## config.mk

```make
export PLATFORM = sky130hd
export DESIGN_NAME = spi_status_data
export DESIGN_NICKNAME = d
export VERILOG_FILES = /design/src/shared/spi_status_pkg.sv /design/src/shared/spi_shift_if.sv /design/src/hdl/spi_sync2.sv /design/src/hdl/spi_shift_engine.sv /design/src/hdl/spi_status_data.sv
export SDC_FILE = /design/constraint.sdc
export NUM_CORES = 1
export LEC_CHECK = 0
export BUFFER_PORTS_ARGS = -buffer_cell sky130_fd_sc_hd__buf_2
export CELL_PAD_IN_SITES_DETAIL_PLACEMENT = 0
export CELL_PAD_IN_SITES_GLOBAL_PLACEMENT = 1
export CORE_MARGIN = 2
export CORE_UTILIZATION = 39
export CTS_BUF_LIST = sky130_fd_sc_hd__clkbuf_2 sky130_fd_sc_hd__clkbuf_4 sky130_fd_sc_hd__clkbuf_8
export DETAILED_ROUTE_END_ITERATION = 10
export GPL_ROUTABILITY_DRIVEN = 0
export HOLD_SLACK_MARGIN = 0.15
export PLACE_DENSITY = 0.92
export SLEW_MARGIN = 20
export SYNTH_ARGS = -nofsm -noshare
export SYNTH_HDL_FRONTEND = slang
export SYNTH_HIERARCHICAL = 1
export SYNTH_SLANG_ARGS = --single-unit
```

## constraint.sdc

```tcl
create_clock -name REF_CLK_IN -period 3.1 [get_ports REF_CLK_IN]
set_input_delay 0.62 -clock REF_CLK_IN [delete_from_list [all_inputs] [get_ports REF_CLK_IN]]
set_output_delay 0.62 -clock REF_CLK_IN [all_outputs]
set_load 0.01 [all_outputs]
```

## src/shared/spi_status_pkg.sv

```systemverilog
/*
  Package for the serial status and data block: register offsets, bit
  positions, reset values, bus codes and serial timing counts.
  Assumes a 50 MHz core clock and 32-bit AXI4-Lite register access.
*/
// Operation
// RQ1 - transfer_done_flag is bit 7; set when a byte completes; interrupts if enabled
// RQ2 - transfer_done_flag clears by a status access then a data read or write
// RQ3 - while transfer_done_flag is set, data writes are ignored until status read
// RQ4 - write_collision_flag bit 6 sets on data write during a transfer
// RQ5 - overrun_flag bit 5 sets when a byte completes while done flag set
// RQ6 - overrun_flag clears when software reads the status register
// RQ7 - master_fault_flag bit 4 sets when select goes low in master mode
// RQ8 - master_fault_flag clears by status access while set, then control write
// RQ9 - data output driven only when output_disable bit 2 is 0 and enabled
// RQ10 - select_soft_manage bit 1 set makes the select come from software
// RQ11 - under software management select_soft_level 0 selects, 1 deselects
// RQ12 - as master, a data register write starts a new byte exchange unless a byte is moving or done is pending
// RQ13 - completed byte is copied to a receive buffer; data reads return it; the code keeps the old byte if one completes while done is set
// RQ14 - a data register write loads the transmit shift register directly
// RQ15 - software writes zero to reserved status bit 3
// RQ16 - one interrupt: done, overrun or fault flags, gated by irq enable
package spi_status_pkg;

  // ************************************************************
  // register map
  // ************************************************************
  localparam logic [7:0] OFS_CONTROL = 8'h00;
  localparam logic [7:0] OFS_CTL_STATUS = 8'h04;
  localparam logic [7:0] OFS_DATA_IO = 8'h08;

  // control register fields
  localparam int CTL_IRQ_EN_BIT = 7;
  localparam int CTL_PERIPH_EN_BIT = 6;
  localparam int CTL_MASTER_BIT = 4;
  localparam logic [7:0] CONTROL_RESET = 8'h00;

  // status register fields
  localparam int ST_DONE_BIT = 7;
  localparam int ST_WRITE_COLLISION_FLAG_BIT = 6;
  localparam int ST_OVR_BIT = 5;
  localparam int ST_MASTER_FAULT_FLAG_BIT = 4;
  localparam int ST_SOD_BIT = 2;
  localparam int ST_SSM_BIT = 1;
  localparam int ST_SSI_BIT = 0;
  localparam logic [2:0] SOFT_BITS_RESET = 3'h0;
  localparam logic [7:0] RX_BUF_RESET = 8'h00;

  // ************************************************************
  // bus answers
  // ************************************************************
  localparam logic [1:0] RESP_OKAY = 2'h0;
  localparam logic [1:0] RESP_SLVERR = 2'h2;

  // ************************************************************
  // serial timing
  // ************************************************************
  localparam int CLK_MHZ = 50;
  localparam int SCK_HALF_NS = 80;
  localparam int SCK_HALF_CYC = (SCK_HALF_NS * CLK_MHZ) / 1000;
  localparam int BITS_PER_BYTE = 8;

endpackage

```

## src/shared/spi_shift_if.sv

```systemverilog
/*
  Interface between the register side and the shift engine.
  Assumes both ends run on the same core clock.
*/
interface spi_shift_if;
  logic load;
  logic [7:0] load_data;
  logic is_master;
  logic enabled;
  logic selected;
  logic sck_s;
  logic din_s;
  logic sdo;
  logic sck_out;
  logic busy;
  logic done;
  logic [7:0] rx_data;

  modport regs (
    output load, load_data, is_master, enabled, selected, sck_s, din_s,
    input sdo, sck_out, busy, done, rx_data
  );
  modport engine (
    input load, load_data, is_master, enabled, selected, sck_s, din_s,
    output sdo, sck_out, busy, done, rx_data
  );
endinterface

```

## src/hdl/spi_sync2.sv

```systemverilog
/*
  Two flip-flop synchroniser for a group of pin levels.
  Assumes the inputs are asynchronous to the core clock.
*/
module spi_sync2 #(
  parameter int WIDTH = 1
) (
  input wire logic clk,
  input wire logic rst_n,
  input wire logic [WIDTH-1:0] d,
  output logic [WIDTH-1:0] q
);
  logic [WIDTH-1:0] meta_q;

  always_ff @(posedge clk) begin
    if (!rst_n) begin
      meta_q <= '0;
      q <= '0;
    end else begin
      meta_q <= d;
      q <= meta_q;
    end
  end
endmodule

```

## src/hdl/spi_shift_engine.sv

```systemverilog
/*
  Shift engine: one byte exchange, msb first, clock idle low, sample on
  the rising edge and shift on the falling edge. Master makes the clock;
  slave finds edges of the synchronised clock.
  Assumes sck_s and din_s are already synchronised.
*/
module spi_shift_engine (
  input wire logic clk,
  input wire logic rst_n,
  spi_shift_if.engine sif
);
  logic [7:0] sh_q;
  logic [3:0] cnt_q;
  logic [7:0] div_q;
  logic busy_q;
  logic sck_q;
  logic done_q;
  logic samp_q;
  logic sck_prev_q;
  logic rise;
  logic fall;
  logic tick;

  assign tick = (div_q == 8'(spi_status_pkg::SCK_HALF_CYC - 1));
  assign rise = sif.is_master ? (tick && !sck_q) : (sif.sck_s && !sck_prev_q);
  assign fall = sif.is_master ? (tick && sck_q) : (!sif.sck_s && sck_prev_q);

  always_ff @(posedge clk) begin
    if (!rst_n) begin
      sck_prev_q <= 1'b0;
    end else begin
      sck_prev_q <= sif.sck_s;
    end
  end

  always_ff @(posedge clk) begin
    if (!rst_n || !busy_q || !sif.is_master || tick) begin
      div_q <= 8'h00;
    end else begin
      div_q <= div_q + 8'h01;
    end
  end

  always_ff @(posedge clk) begin
    if (!rst_n) begin
      sh_q <= 8'h00;
      cnt_q <= 4'h0;
      busy_q <= 1'b0;
      sck_q <= 1'b0;
      done_q <= 1'b0;
      samp_q <= 1'b0;
    end else begin
      done_q <= 1'b0;
      if (sif.load) begin
        sh_q <= sif.load_data; // [RQ14]
        cnt_q <= 4'h0;
        busy_q <= sif.is_master; // [RQ12]
        sck_q <= 1'b0;
      end else if (!sif.enabled || (!sif.is_master && !sif.selected)) begin
        cnt_q <= 4'h0;
        busy_q <= 1'b0;
        sck_q <= 1'b0;
      end else if (sif.is_master ? busy_q : 1'b1) begin
        if (sif.is_master && tick) begin
          sck_q <= !sck_q;
        end
        if (rise) begin
          samp_q <= sif.din_s;
          busy_q <= 1'b1;
          cnt_q <= cnt_q + 4'h1;
        end else if (fall && cnt_q != 4'h0) begin
          // shift on the falling edge; the clock ends low after the byte
          sh_q <= {sh_q[6:0], samp_q};
          if (cnt_q == 4'(spi_status_pkg::BITS_PER_BYTE)) begin
            done_q <= 1'b1; // [RQ1]
            cnt_q <= 4'h0;
            busy_q <= 1'b0;
          end
        end
      end
    end
  end

  assign sif.sdo = sh_q[7];
  assign sif.sck_out = sck_q;
  assign sif.busy = busy_q;
  assign sif.done = done_q;
  assign sif.rx_data = sh_q;
endmodule

```

## src/hdl/spi_status_data.sv

```systemverilog
/*
  Serial peripheral status and data block with an AXI4-Lite register
  slave, flag sequencing, select management and pin control.
  Assumes the pins are asynchronous and reach logic through two flops;
  the external party keeps its own signalling.
*/
module spi_status_data (
  // clock and reset
  input wire logic REF_CLK_IN,
  input wire logic RST_N_IN,
  // axi write address
  input wire logic AXI_AWVALID_IN,
  output logic AXI_AWREADY_OUT,
  input wire logic [7:0] AXI_AWADDR_IN,
  // axi write data
  input wire logic AXI_WVALID_IN,
  output logic AXI_WREADY_OUT,
  input wire logic [31:0] AXI_WDATA_IN,
  input wire logic [3:0] AXI_WSTRB_IN,
  // axi write response
  output logic AXI_BVALID_OUT,
  input wire logic AXI_BREADY_IN,
  output logic [1:0] AXI_BRESP_OUT,
  // axi read address
  input wire logic AXI_ARVALID_IN,
  output logic AXI_ARREADY_OUT,
  input wire logic [7:0] AXI_ARADDR_IN,
  // axi read data
  output logic AXI_RVALID_OUT,
  input wire logic AXI_RREADY_IN,
  output logic [31:0] AXI_RDATA_OUT,
  output logic [1:0] AXI_RRESP_OUT,
  // serial clock pin
  input wire logic SCK_IN,
  output logic SCK_OUT,
  output logic SCK_OE_OUT,
  // master out pin
  input wire logic MOSI_IN,
  output logic MOSI_OUT,
  output logic MOSI_OE_OUT,
  // master in pin
  input wire logic MISO_IN,
  output logic MISO_OUT,
  output logic MISO_OE_OUT,
  // slave select pin, active low
  input wire logic SS_N_IN,
  // interrupt request
  output logic IRQ_OUT
);

  // ************************************************************
  // pin synchronisers
  // ************************************************************
  logic [3:0] pins_s;
  logic sck_s;
  logic mosi_s;
  logic miso_s;
  logic ss_n_s;

  spi_sync2 #(
    .WIDTH(4)
  ) u_sync (
    .clk(REF_CLK_IN),
    .rst_n(RST_N_IN),
    .d({SCK_IN, MOSI_IN, MISO_IN, SS_N_IN}),
    .q(pins_s)
  );

  assign sck_s = pins_s[3];
  assign mosi_s = pins_s[2];
  assign miso_s = pins_s[1];
  assign ss_n_s = pins_s[0];

  // ************************************************************
  // registers and flags
  // ************************************************************
  logic [7:0] control_q;
  logic [2:0] soft_q;
  logic [7:0] rx_buf_q;
  logic done_q;
  logic write_collision_flag_q;
  logic ovr_q;
  logic master_fault_flag_q;
  logic done_acc_q;
  logic done_rd_q;
  logic master_fault_flag_acc_q;
  logic irq_en;
  logic periph_en;
  logic is_master;
  logic output_disable;
  logic select_soft_manage;
  logic select_soft_level;
  logic ss_int_n;

  assign irq_en = control_q[spi_status_pkg::CTL_IRQ_EN_BIT];
  assign periph_en = control_q[spi_status_pkg::CTL_PERIPH_EN_BIT];
  assign is_master = control_q[spi_status_pkg::CTL_MASTER_BIT];
  assign output_disable = soft_q[spi_status_pkg::ST_SOD_BIT];
  assign select_soft_manage = soft_q[spi_status_pkg::ST_SSM_BIT];
  assign select_soft_level = soft_q[spi_status_pkg::ST_SSI_BIT];

  // internal select: software level or pin
  assign ss_int_n = select_soft_manage ? select_soft_level : ss_n_s; // [RQ10] [RQ11]

  // ************************************************************
  // shift engine
  // ************************************************************
  spi_shift_if sif ();

  spi_shift_engine u_engine (
    .clk(REF_CLK_IN),
    .rst_n(RST_N_IN),
    .sif(sif)
  );

  // ************************************************************
  // bus handshake
  // ************************************************************
  logic wr_go;
  logic rd_go;
  logic bvalid_q;
  logic [1:0] bresp_q;
  logic rvalid_q;
  logic [31:0] rdata_q;
  logic [1:0] rresp_q;
  logic wr_ctl;
  logic wr_st;
  logic wr_data;
  logic rd_st;
  logic rd_data;
  logic wr_map;
  logic rd_map;
  logic data_wr_ok;
  logic [7:0] wbyte;

  assign wr_go = AXI_AWVALID_IN && AXI_WVALID_IN && !bvalid_q;
  assign rd_go = AXI_ARVALID_IN && !rvalid_q;
  assign AXI_AWREADY_OUT = wr_go;
  assign AXI_WREADY_OUT = wr_go;
  assign AXI_ARREADY_OUT = rd_go;
  assign wbyte = AXI_WDATA_IN[7:0];

  assign wr_map = (AXI_AWADDR_IN == spi_status_pkg::OFS_CONTROL) ||
    (AXI_AWADDR_IN == spi_status_pkg::OFS_CTL_STATUS) ||
    (AXI_AWADDR_IN == spi_status_pkg::OFS_DATA_IO);
  assign rd_map = (AXI_ARADDR_IN == spi_status_pkg::OFS_CONTROL) ||
    (AXI_ARADDR_IN == spi_status_pkg::OFS_CTL_STATUS) ||
    (AXI_ARADDR_IN == spi_status_pkg::OFS_DATA_IO);

  // low byte lane carries every register
  assign wr_ctl = wr_go && AXI_WSTRB_IN[0] &&
    (AXI_AWADDR_IN == spi_status_pkg::OFS_CONTROL);
  assign wr_st = wr_go && AXI_WSTRB_IN[0] &&
    (AXI_AWADDR_IN == spi_status_pkg::OFS_CTL_STATUS);
  assign wr_data = wr_go && AXI_WSTRB_IN[0] &&
    (AXI_AWADDR_IN == spi_status_pkg::OFS_DATA_IO);
  assign rd_st = rd_go && (AXI_ARADDR_IN == spi_status_pkg::OFS_CTL_STATUS);
  assign rd_data = rd_go && (AXI_ARADDR_IN == spi_status_pkg::OFS_DATA_IO);

  // data write is dropped while done is pending or a byte is moving
  assign data_wr_ok = wr_data && !(done_q && !done_rd_q) && // [RQ3]
    !sif.busy;

  always_ff @(posedge REF_CLK_IN) begin
    if (!RST_N_IN) begin
      bvalid_q <= 1'b0;
      bresp_q <= spi_status_pkg::RESP_OKAY;
    end else if (wr_go) begin
      bvalid_q <= 1'b1;
      bresp_q <= wr_map ? spi_status_pkg::RESP_OKAY :
        spi_status_pkg::RESP_SLVERR;
    end else if (AXI_BREADY_IN) begin
      bvalid_q <= 1'b0;
    end
  end

  always_ff @(posedge REF_CLK_IN) begin
    if (!RST_N_IN) begin
      rvalid_q <= 1'b0;
      rdata_q <= 32'h00000000;
      rresp_q <= spi_status_pkg::RESP_OKAY;
    end else if (rd_go) begin
      rvalid_q <= 1'b1;
      rresp_q <= rd_map ? spi_status_pkg::RESP_OKAY :
        spi_status_pkg::RESP_SLVERR;
      case (AXI_ARADDR_IN)
        spi_status_pkg::OFS_CONTROL: begin
          rdata_q <= {24'h000000, control_q};
        end
        spi_status_pkg::OFS_CTL_STATUS: begin
          rdata_q <= {24'h000000, done_q, write_collision_flag_q, ovr_q, master_fault_flag_q, 1'b0,
            soft_q};
        end
        spi_status_pkg::OFS_DATA_IO: begin
          rdata_q <= {24'h000000, rx_buf_q}; // [RQ13]
        end
        default: begin
          rdata_q <= 32'h00000000;
        end
      endcase
    end else if (AXI_RREADY_IN) begin
      rvalid_q <= 1'b0;
    end
  end

  assign AXI_BVALID_OUT = bvalid_q;
  assign AXI_BRESP_OUT = bresp_q;
  assign AXI_RVALID_OUT = rvalid_q;
  assign AXI_RDATA_OUT = rdata_q;
  assign AXI_RRESP_OUT = rresp_q;

  // ************************************************************
  // control and software status bits
  // ************************************************************
  always_ff @(posedge REF_CLK_IN) begin
    if (!RST_N_IN) begin
      control_q <= spi_status_pkg::CONTROL_RESET;
    end else if (wr_ctl) begin
      control_q <= wbyte;
    end else if (master_fault_flag_q) begin
      // a fault drops the block out of master mode and off the bus
      control_q[spi_status_pkg::CTL_PERIPH_EN_BIT] <= 1'b0;
      control_q[spi_status_pkg::CTL_MASTER_BIT] <= 1'b0;
    end
  end

  // bit 3 is held at zero whatever is written
  always_ff @(posedge REF_CLK_IN) begin
    if (!RST_N_IN) begin
      soft_q <= spi_status_pkg::SOFT_BITS_RESET;
    end else if (wr_st) begin
      soft_q <= wbyte[2:0]; // [RQ15]
    end
  end

  // ************************************************************
  // transfer done and receive buffer
  // ************************************************************
  always_ff @(posedge REF_CLK_IN) begin
    if (!RST_N_IN) begin
      rx_buf_q <= spi_status_pkg::RX_BUF_RESET;
    end else if (sif.done && !done_q) begin
      rx_buf_q <= sif.rx_data; // [RQ13]
    end
  end

  always_ff @(posedge REF_CLK_IN) begin
    if (!RST_N_IN) begin
      done_q <= 1'b0;
    end else if (sif.done) begin
      done_q <= 1'b1; // [RQ1]
    end else if (done_acc_q && (rd_data || wr_data)) begin
      done_q <= 1'b0; // [RQ2]
    end
  end

  // status access seen while done is set
  always_ff @(posedge REF_CLK_IN) begin
    if (!RST_N_IN || !done_q || sif.done) begin
      done_acc_q <= 1'b0;
      done_rd_q <= 1'b0;
    end else begin
      if (rd_st || wr_st) begin
        done_acc_q <= 1'b1; // [RQ2]
      end
      if (rd_st) begin
        done_rd_q <= 1'b1; // [RQ3]
      end
    end
  end

  // ************************************************************
  // collision, overrun and fault flags
  // ************************************************************
  logic write_collision_flag_acc_q;

  always_ff @(posedge REF_CLK_IN) begin
    if (!RST_N_IN) begin
      write_collision_flag_q <= 1'b0;
      write_collision_flag_acc_q <= 1'b0;
    end else if (wr_data && sif.busy) begin
      write_collision_flag_q <= 1'b1; // [RQ4]
      write_collision_flag_acc_q <= 1'b0;
    end else if (write_collision_flag_q && (rd_st || wr_st)) begin
      write_collision_flag_acc_q <= 1'b1;
    end else if (write_collision_flag_acc_q && (rd_data || wr_data)) begin
      write_collision_flag_q <= 1'b0; // [RQ4]
      write_collision_flag_acc_q <= 1'b0;
    end
  end

  always_ff @(posedge REF_CLK_IN) begin
    if (!RST_N_IN) begin
      ovr_q <= 1'b0;
    end else if (sif.done && done_q) begin
      ovr_q <= 1'b1; // [RQ5]
    end else if (rd_st) begin
      ovr_q <= 1'b0; // [RQ6]
    end
  end

  always_ff @(posedge REF_CLK_IN) begin
    if (!RST_N_IN) begin
      master_fault_flag_q <= 1'b0;
    end else if (is_master && periph_en && !ss_int_n) begin
      master_fault_flag_q <= 1'b1; // [RQ7]
    end else if (master_fault_flag_acc_q && wr_ctl) begin
      master_fault_flag_q <= 1'b0; // [RQ8]
    end
  end

  always_ff @(posedge REF_CLK_IN) begin
    if (!RST_N_IN || !master_fault_flag_q) begin
      master_fault_flag_acc_q <= 1'b0;
    end else if (rd_st || wr_st) begin
      master_fault_flag_acc_q <= 1'b1; // [RQ8]
    end
  end

  // ************************************************************
  // engine hookup
  // ************************************************************
  assign sif.load = data_wr_ok; // [RQ12] [RQ14]
  assign sif.load_data = wbyte;
  assign sif.is_master = is_master;
  assign sif.enabled = periph_en;
  assign sif.selected = !ss_int_n;
  assign sif.sck_s = sck_s;
  assign sif.din_s = is_master ? miso_s : mosi_s;

  // ************************************************************
  // pins and interrupt
  // ************************************************************
  logic master_on;

  assign master_on = periph_en && is_master;
  assign SCK_OUT = sif.sck_out;
  assign SCK_OE_OUT = master_on;
  assign MOSI_OUT = sif.sdo;
  assign MOSI_OE_OUT = master_on && !output_disable; // [RQ9]
  assign MISO_OUT = sif.sdo;
  assign MISO_OE_OUT = periph_en && !is_master && !output_disable && // [RQ9]
    !ss_int_n;

  assign IRQ_OUT = irq_en && (done_q || ovr_q || master_fault_flag_q); // [RQ1] [RQ5] [RQ7] [RQ16]

endmodule

```

== Yosys cells after proc, flatten, opt, wreduce, memory -nomap -nowiden ==
Cells that the tools add are included.
Cells by class
  bitwise logic cells: 5
  reduce and logical (&&, ||, !) cells: 90
  mux-type cells: 40
  add/subtract/negate cells: 2
  eq/ne operators: 9
Operator list (count)
  $mux W8: 5
  $logic_and A1 B1 Y1: 33
  $mux W1: 29
  $pmux W8 S3: 1
  $reduce_bool A2 Y1: 12
  $eq A8 B3 Y1 const B: 2
  $eq A8 B4 Y1 const B: 2
  $logic_not A8 Y1: 2
  $logic_not A1 Y1: 15
  $logic_or A1 B1 Y1: 15
  $mux W4: 3
  $reduce_bool A4 Y1: 3
  $add A8 B1 Y8 const B: 1
  $eq A8 B2 Y1 const B: 1
  $reduce_and A4 Y1: 2
  $ne A2 B2 Y1 const B: 3
  $reduce_and A3 Y1: 2
  $reduce_or A6 Y1: 1
  $not A1 Y1: 5
  $add A4 B1 Y4 const B: 1
  $eq A4 B4 Y1 const B: 1
  $mux W2: 2
  $reduce_and A2 Y1: 2
  $reduce_bool A3 Y1: 1
  other kinds (2): 2
Storage, ports and cells
  word-level logic and storage cells: 173
  output and inout bits: 48
  bits in registers: 98
  input bits: 63

== Longest topological paths before layout ==
Gate-level depths: netlist (run 1).
  depth in word-level cells: 9
  gate-level depth with buffers: 11
  depth with buffers taken out: 8

== Hierarchy ==
The synthesis (run 1) kept the hierarchy.
Modules (own cells, without submodules)
  spi_status_data: instances 1, area each 2160.8 um^2, seq. area each 780.7 um^2, cells each 226
  spi_shift_engine: instances 1, area each 1184.9 um^2, seq. area each 500.5 um^2, cells each 138
  spi_sync2: instances 1, area each 210.2 um^2, seq. area each 160.2 um^2, cells each 16

== Worst setup path before layout (run 1) ==
OpenSTA, ideal clock, no wires.
  path kind: input to register
  from: input port AXI_AWADDR_IN[5]
  to: register u_engine.cnt_q[3]
  setup slack: 0.508 ns
  arrival: 2.476 ns
  library setup time: 0.116 ns
  stages on the path: 10
  required time: 2.984 ns
  cell sequence: nor4_4 -> nand4_2 -> a211oi_1 -> buf_2 -> inv_1 -> o211ai_1 -> or2_2 -> clkbuf_1 -> a211oi_1 -> a31o_2
On the way
  longest elaborated chain between the ends: 5
RTL lines
  from (decl): RTL line spi_status_data.sv:14  | input wire logic [7:0] AXI_AWADDR_IN,
  $eq A8 B4 Y1: RTL line spi_status_data.sv:156  | (AXI_AWADDR_IN == spi_status_pkg::OFS_DATA_IO);
  $logic_and A1 B1 Y1: RTL line spi_status_data.sv:155  | assign wr_data = wr_go && AXI_WSTRB_IN[0] &&
  $logic_and A1 B1 Y1 (2 in series): RTL line spi_status_data.sv:161  | assign data_wr_ok = wr_data && !(done_q && !done_rd_q) &&
  via data_wr_ok: RTL line spi_status_data.sv:133  | logic data_wr_ok;
  $reduce_or A3 Y1 (no source line)
  to (signal assigned): RTL line spi_shift_engine.sv:70  | cnt_q <= cnt_q + 4'h1;
  to (decl): RTL line spi_shift_engine.sv:13  | logic [3:0] cnt_q;
The timed path passes the listed nets, and every way through them passes these cells.
A chain may end at the register's enable or synchronous reset.

== Worst setup path after layout (run 1) ==
Ends and elaborated chain as after synthesis.

==> results_dict.tcl, run 1 <==
set metrics [dict create \
    status "completed" \
    powerDensity_nw_per_um2 465 \
    clk_path_buf_depth 2 \
    finalNetCount 496 \
    synthTopCellsByArea "dfxtp_1, buf_4, mux2i_1" \
    grt_antenna_before_repair 0 \
    report.final.slew_viol_count 0 \
    crit_fanout 9 \
    grt_max_degree 58 \
    area_delta_synth_final_pct 13.0 \
    netlist_instances 380 \
    drt-total-wl_um 7390 \
    max_cap_violations 0 \
    first_pass_iters 4 \
    port_buffers 57 \
    yosysMostFrequentCell "dfxtp_1" \
    synth_xor_area_share_pct 1.97 \
    std_cell_rows 34 \
    worstMarginPinSlew_ns 0.630 \
    ys_ff_latch 72 \
    synth_fa_ha_area_share_pct 1.06 \
    vias 2742 \
    place_ws_ns 0.405 \
    grt_setup_unrepaired "false" \
    fillCellCount 875 \
    vias_per_cell 5.05 \
    worstSetupPathType "in2reg" \
    min-delay-path-class "reg2reg" \
    hold_buffers 0 \
    yosysTopAreaCell "dfxtp_1" \
    cp-end-kind "register" \
    vdd_drop_max_v 0.000251 \
    synthesis.area_um2 3560 \
    cts-htree-levels 3 \
    avgRoutedWirePerCell_um 13.6 \
    total_power_uw 1870 \
    min_period_ns 2.34 \
    synthMuxAreaShare_pct 5.98 \
    synth_flop_cell "dfxtp_1" \
    p_leak_uw 0.00160 \
    ctsResizeCount 0 \
    fin_hold_ws_ns 0.430 \
    yosysWarningCount 6 \
    synth-edff-count 0 \
    first_iter_violations 129 \
    die_height_um 99.5 \
    grt_overflow_total 0 \
    cts_sinks 72 \
    setup_ws_ns 0.760 \
    grt_pass1_vias 2453 \
    postCtsSetupRepairBufs 0 \
    fmax_ghz 0.427 \
    setup_tns_ns 0 \
    ant_nets 0 \
    max_slew_margin_pct 57.4 \
    cpPeakStageDelay_ns 0.36 \
    critPathArrivalTime_ns 2.58 \
    synth_seq_area_share_pct 40.5 \
    numCtsBuffers 9 \
    setup_viol 0 \
    path_clk_slew_ns 0.07 \
    core-area_um2 8760 \
    dieArea_um2 9900 \
    grt_pass1_wl_um 12100 \
    min_period_over_period_pct 75.5 \
    crit_buf_inv 2 \
    drc 0 \
    grtUsageTotal_pct 15.5 \
    final_hold_viol_count 0 \
    drive_gt1_share_pct 26.2 \
    cp_top_family "compound AO/OA/AOI/OAI gates" \
    crit_path_frequent_cell "a211oi_1" \
    cp-start-kind "input port" \
    async_flop_share_pct 0 \
    worstPathRequired_ns 3.34 \
    start_util_pct 40.6 \
    clock_latency_ns 0.35 \
    synth_common_cells "dfxtp_1, buf_4, nor2b_1, a21oi_1, o21ai_0" \
    slowest_stage "a211oi_1" \
    syn_area_per_cell_um2 9.36 \
    synthDistinctLibCells 59 \
    synth_top_cell_area_share_pct 40.5 \
    synth-compound-area-share_pct 18.2 \
    fin_worst_skew_ns 0.00764 \
    dpl.hpwl_um 5370 \
    cts_root_buf "clkbuf_8" \
    path_cells "buf_2, nor4_4, nand4_2, a211oi_1, inv_1, o211ai_1, or2_2, a211oi_1, a31o_2" \
    n_antenna_cell 0 \
    synth-simple-area-share_pct 22.2 \
    cts_tree "built" \
    io_pins 111 \
    die_w_um 99.5 \
    synth_top_family_by_area "simple AND/OR/NAND/NOR gates" \
]
## registers in the layout, indices dropped and copies added, names as in the netlist, 3 cells and up
register              cells
u_engine/div_q            8
u_engine/sif.rx_data      8
u_sync/q                  4
rx_buf_q                  8
u_engine/cnt_q            4
AXI_RDATA_OUT             8
u_sync/meta_q             4
soft_q                    3
control_q                 8
## cell families (layout without fill, tap and decap cells)
| logic type | count (synthesis) | count (layout) |
|---|---|---|
| AO/OA/AOI/OAI | 91 | 91 |
| XOR/XNOR | 8 | 8 |
| adder cells (fa/ha/maj) | 3 | 3 |
| buffers and inverters | 62 | 92 |
| flip-flops | 72 | 72 |
| multiplexers | 21 | 21 |
| other | 1 | 26 |
| AND/OR/NAND/NOR | 122 | 122 |
## layout by cell type, fill, tap and decap left out, drive strengths merged, types with 3 or more instances in the layout
cell type / synthesis / final
a211oi: 3 / 3
a21boi: 9 / 9
a21oi: 22 / 22
a22oi: 8 / 8
a31o: 3 / 3
a31oi: 4 / 4
and2: 12 / 12
buf: 36 / 60
clkbuf: 10 / 9
clkinvlp: 0 / 3
conb: 1 / 26
dfxtp: 72 / 72
ha: 3 / 3
inv: 16 / 16
mux2i: 19 / 19
nand2: 27 / 27
nand2b: 4 / 4
nand3: 7 / 7
nand3b: 3 / 3
nand4: 7 / 7
nor2: 18 / 18
nor2b: 25 / 25
nor3b: 3 / 3
nor4: 3 / 3
o21ai: 21 / 21
o2bb2ai: 7 / 7
or2: 3 / 3
xnor2: 5 / 5
xor2: 3 / 3
## through the flow
step | instances | util, % | cell area [µm²]
final | 543 | 45.8 | 4020
after detailed placement | 527 | 43.3 | 3800
after floorplan | 405 | - | 3650
after global placement | 527 | 43.3 | 3800
after CTS | 543 | 45.8 | 4020
after global routing | 543 | 45.8 | 4020
## layer usage
layer,wire length (µm),up-vias,global-route usage (%)
met5,0,-,0
met4,70,0,5.27
met3,481,6,4.85
met2,3430,82,24.6
met1,3410,1282,20.2
li1,-,1372,-
## area by class of cell
type | instances | area, µm² | share of cell area [%]
clock inverter | 7 | 96.3 | 2.40
multi-input combinational | 271 | 1850 | 46.1
inverter | 16 | 60.1 | 1.49
clock buffer | 9 | 124 | 3.08
timing repair buffer | 60 | 308 | 7.66
tap | 108 | 135 | 3.36
sequential | 72 | 1440 | 35.9
## power breakdown
group,total [µW],internal [µW],switching [µW]
combinational,122,47.4,74.7
sequential,939,935,4.94
clock,805,452,353
## path summary, 6_finish.rpt
check / slack, ns / end / cells past startpoint / startpoint
setup / recovery: 0.76 / u_engine/cnt_q[3]$_SDFFE_PP0P_ / 9 / AXI_AWADDR_IN[5]
hold / removal: 0.43 / u_sync/q[2]$_SDFF_PN0_ / 1 / u_sync/meta_q[2]$_SDFF_PN0_
setup reg to reg: 0.81 / u_engine/cnt_q[3]$_SDFFE_PP0P_ / 8 / AXI_BVALID_OUT$_SDFFE_PN0P_
hold reg to reg: 0.43 / u_sync/q[2]$_SDFF_PN0_ / 1 / u_sync/meta_q[2]$_SDFF_PN0_
Note: power is estimated with default switching activity, not from simulation.
==> run 2: changes to the inputs <==
--- a/config.mk
+++ b/config.mk
@@ -5,16 +5,17 @@
 export SDC_FILE = /design/constraint.sdc
 export NUM_CORES = 1
 export LEC_CHECK = 0
+export ABC_AREA = 1
 export BUFFER_PORTS_ARGS = -buffer_cell sky130_fd_sc_hd__buf_2
 export CELL_PAD_IN_SITES_DETAIL_PLACEMENT = 0
 export CELL_PAD_IN_SITES_GLOBAL_PLACEMENT = 1
 export CORE_MARGIN = 2
-export CORE_UTILIZATION = 39
+export CORE_UTILIZATION = 34
 export CTS_BUF_LIST = sky130_fd_sc_hd__clkbuf_2 sky130_fd_sc_hd__clkbuf_4 sky130_fd_sc_hd__clkbuf_8
 export DETAILED_ROUTE_END_ITERATION = 10
 export GPL_ROUTABILITY_DRIVEN = 0
 export HOLD_SLACK_MARGIN = 0.15
-export PLACE_DENSITY = 0.92
+export PLACE_DENSITY = 0.89
 export SLEW_MARGIN = 20
 export SYNTH_ARGS = -nofsm -noshare
 export SYNTH_HDL_FRONTEND = slang
==> constraint.sdc (replaced) <==
create_clock -name REF_CLK_IN -period 2 [get_ports REF_CLK_IN]
set_input_delay 0.4 -clock REF_CLK_IN [delete_from_list [all_inputs] [get_ports REF_CLK_IN]]
set_output_delay 0.4 -clock REF_CLK_IN [all_outputs]
set_load 0.01 [all_outputs]
==> results_dict.tcl, run 2 <==
set metrics [dict create \
    hold_path_depth 3 \
    synth_common_cells "nand2_1, dfxtp_1, nor2_1, nand3_1, inv_1" \
    worst-path-stages 3 \
    avgRoutedWirePerCell_um 11.0 \
    setup_tns_ns 0 \
    yosysTopAreaCell "dfxtp_1" \
    worstSetupPathType "reg2out" \
    crit_fanout 4 \
    syn_area_per_cell_um2 7.26 \
    cp-start-kind "register" \
    max_cap_violations 0 \
    synth_top_cell_area_share_pct 39.8 \
    grtUsageTotal_pct 14.4 \
    routed.top_layer "met4" \
    cpPeakStageDelay_ns 0.40 \
    grt_antenna_before_repair 0 \
    grt_max_degree 19 \
    synth_flop_cell "dfxtp_1" \
    grt_pass1_vias 2911 \
    min_period_over_period_pct 93.0 \
    synth_seq_area_share_pct 39.8 \
    p_leak_uw 0.00198 \
    dieArea_um2 11500 \
    fin_worst_skew_ns 0.00854 \
    min-delay-path-class "in2reg" \
    synthDistinctLibCells 40 \
    setup_viol 0 \
    synth-edff-count 0 \
    crit_buf_inv 1 \
    core-area_um2 10300 \
    fillCellCount 1064 \
    drc 0 \
    first_pass_iters 5 \
    port_buffers 57 \
    slowest_stage "o21ai_0" \
    first_iter_violations 117 \
    cts_root_buf "clkbuf_8" \
    yosysMostFrequentCell "nand2_1" \
    worstPathRequired_ns 1.60 \
    std_cell_rows 37 \
    path_cells "o21ai_0, and3_1, buf_2" \
    status "completed" \
    min_period_ns 1.86 \
    startpoint "soft_q[1]$_SDFFE_PN0P_" \
    ctsResizeCount 0 \
    worst_r2r_path_depth 9 \
    wl_met1_um 3700 \
    finalNetCount 633 \
    clock_latency_ns 0.34 \
    synth-simple-area-share_pct 33.9 \
    cp-end-kind "output pin" \
    ant_nets 0 \
    grt_pass1_wl_um 13300 \
    synth_top_family_by_area "simple AND/OR/NAND/NOR gates" \
    synth_xor_area_share_pct 0.242 \
    n_antenna_cell 0 \
    clk_path_buf_depth 2 \
    crit_path_end "MISO_OE_OUT" \
    r2r-start "soft_q[1]$_SDFFE_PN0P_" \
    grt_overflow_total 0 \
    netlist_instances 499 \
    rrSetupSlack_ns 0.24 \
    worstHoldStart "SS_N_IN" \
    vias_per_cell 4.54 \
    synthesis.area_um2 3620 \
    vdd_drop_max_v 0.000439 \
    final_hold_viol_count 0 \
    path_clk_slew_ns 0.07 \
    async_flop_share_pct 0 \
    ys_ff_latch 72 \
    postCtsSetupRepairBufs 0 \
    final_cell_mix "nand2_1, dfxtp_1, nor2_1, buf_2, nand3_1" \
    io_pins 111 \
    met2WireLength_um 3660 \
    r2r-end "u_engine/cnt_q[2]$_SDFFE_PP0P_" \
    report.final.slew_viol_count 0 \
    fmax_ghz 0.538 \
    yosysWarningCount 6 \
    synth-compound-area-share_pct 10.8 \
    cts-htree-levels 3 \
    drive_gt1_share_pct 23.3 \
    die_w_um 107 \
    synth_fa_ha_area_share_pct 1.04 \
    synthTopCellsByArea "dfxtp_1, nand2_1, nor2_1" \
    synthMuxAreaShare_pct 0.311 \
    critPathArrivalTime_ns 1.46 \
    dpl.hpwl_um 5920 \
    drt-total-wl_um 7810 \
    die_height_um 107 \
    final_area_um2 4220 \
    met3_length_um 440 \
    grt_setup_unrepaired "false" \
    hold_buffers 0 \
    cts_sinks 72 \
    cts_tree "built" \
    powerDensity_nw_per_um2 703 \
    place_area_um2 3990 \
    mostFrequentLayoutCell "nand2_1" \
    start_util_pct 35.1 \
    numCtsBuffers 9 \
    area_delta_synth_final_pct 16.5 \
    cp_top_family "compound AO/OA/AOI/OAI gates" \
    vias 3215 \
]
[run 2: cell count changes in the layout (fill, tap and decap cells not counted), sizes merged, moves of 12 or more]
cell / before / now
a21oi: 22 / 37
and2: 12 / 0
inv: 16 / 54
mux2i: 19 / 0
nand2: 27 / 117
nand3: 7 / 51
nor2: 18 / 73
nor2b: 25 / 0
[run 2: tightest hold or removal path, cell delays in order]
cell and delay (ns):
buf_2 0.08, nand2_1 0.04, inv_1 0.04
[run 2: power breakdown]
group	internal [µW]	switching (µW)	total, µW
clock	787	537	1320
combinational	65.4	125	191
sequential	1450	5.85	1450
[run 2: metrics by stage]
stage,hold slack (ns),worst slack [ns],utilization [%],power [µW],instances
2_1_floorplan,0.386,0.157,-,1640,524
3_3_place_gp,0.397,0.0529,38.6,1670,692
3_5_place_dp,0.395,0.0620,38.6,1680,692
4_1_cts,0.221,0.148,40.9,2990,708
5_1_grt,0.234,0.0421,40.9,3090,708
6_report,0.235,0.140,40.9,2970,708
[run 2: how the worst min path moves through the flow]
stage | endpoint | slack [ns]
after CTS | u_sync/meta_q[0]$_SDFF_PN0_ | 0.22
after detailed placement | u_sync/q[2]$_SDFF_PN0_ | 0.40
final | u_sync/meta_q[0]$_SDFF_PN0_ | 0.23
after global routing | u_sync/meta_q[0]$_SDFF_PN0_ | 0.23
after floorplan | u_sync/q[2]$_SDFF_PN0_ | 0.39
after global placement | u_sync/q[1]$_SDFF_PN0_ | 0.40
[run 2: layer usage]
metal / track usage [%] / vias to the layer above
li1: - / 1671
met1: 18.7 / 1461
met2: 23.5 / 81
met3: 4.07 / 2
met4: 3.62 / 0
met5: 0 / -
[run 2: cells by family (layout without fill, tap and decap cells)]
| logic type | after synthesis | count (layout) |
|---|---|---|
| AND/OR/NAND/NOR | 256 | 256 |
| XOR/XNOR | 1 | 1 |
| AO/OA/AOI/OAI | 71 | 71 |
| multiplexers | 1 | 1 |
| flip-flops | 72 | 72 |
| adder cells (fa/ha/maj) | 3 | 3 |
| other | 1 | 26 |
| buffers and inverters | 94 | 142 |
[run 2: final cells by class]
| type | instances | area (µm²) | share of cell area, % |
|---|---|---|---|
| multi-input cells | 358 | 1780 | 42.1 |
| flip-flops and latches | 72 | 1440 | 34.1 |
| repair buffers | 70 | 383 | 9.07 |
| inverters | 56 | 215 | 5.10 |
| well taps | 136 | 170 | 4.03 |
| clock buffers | 12 | 159 | 3.76 |
| clock inverters | 4 | 76.3 | 1.81 |
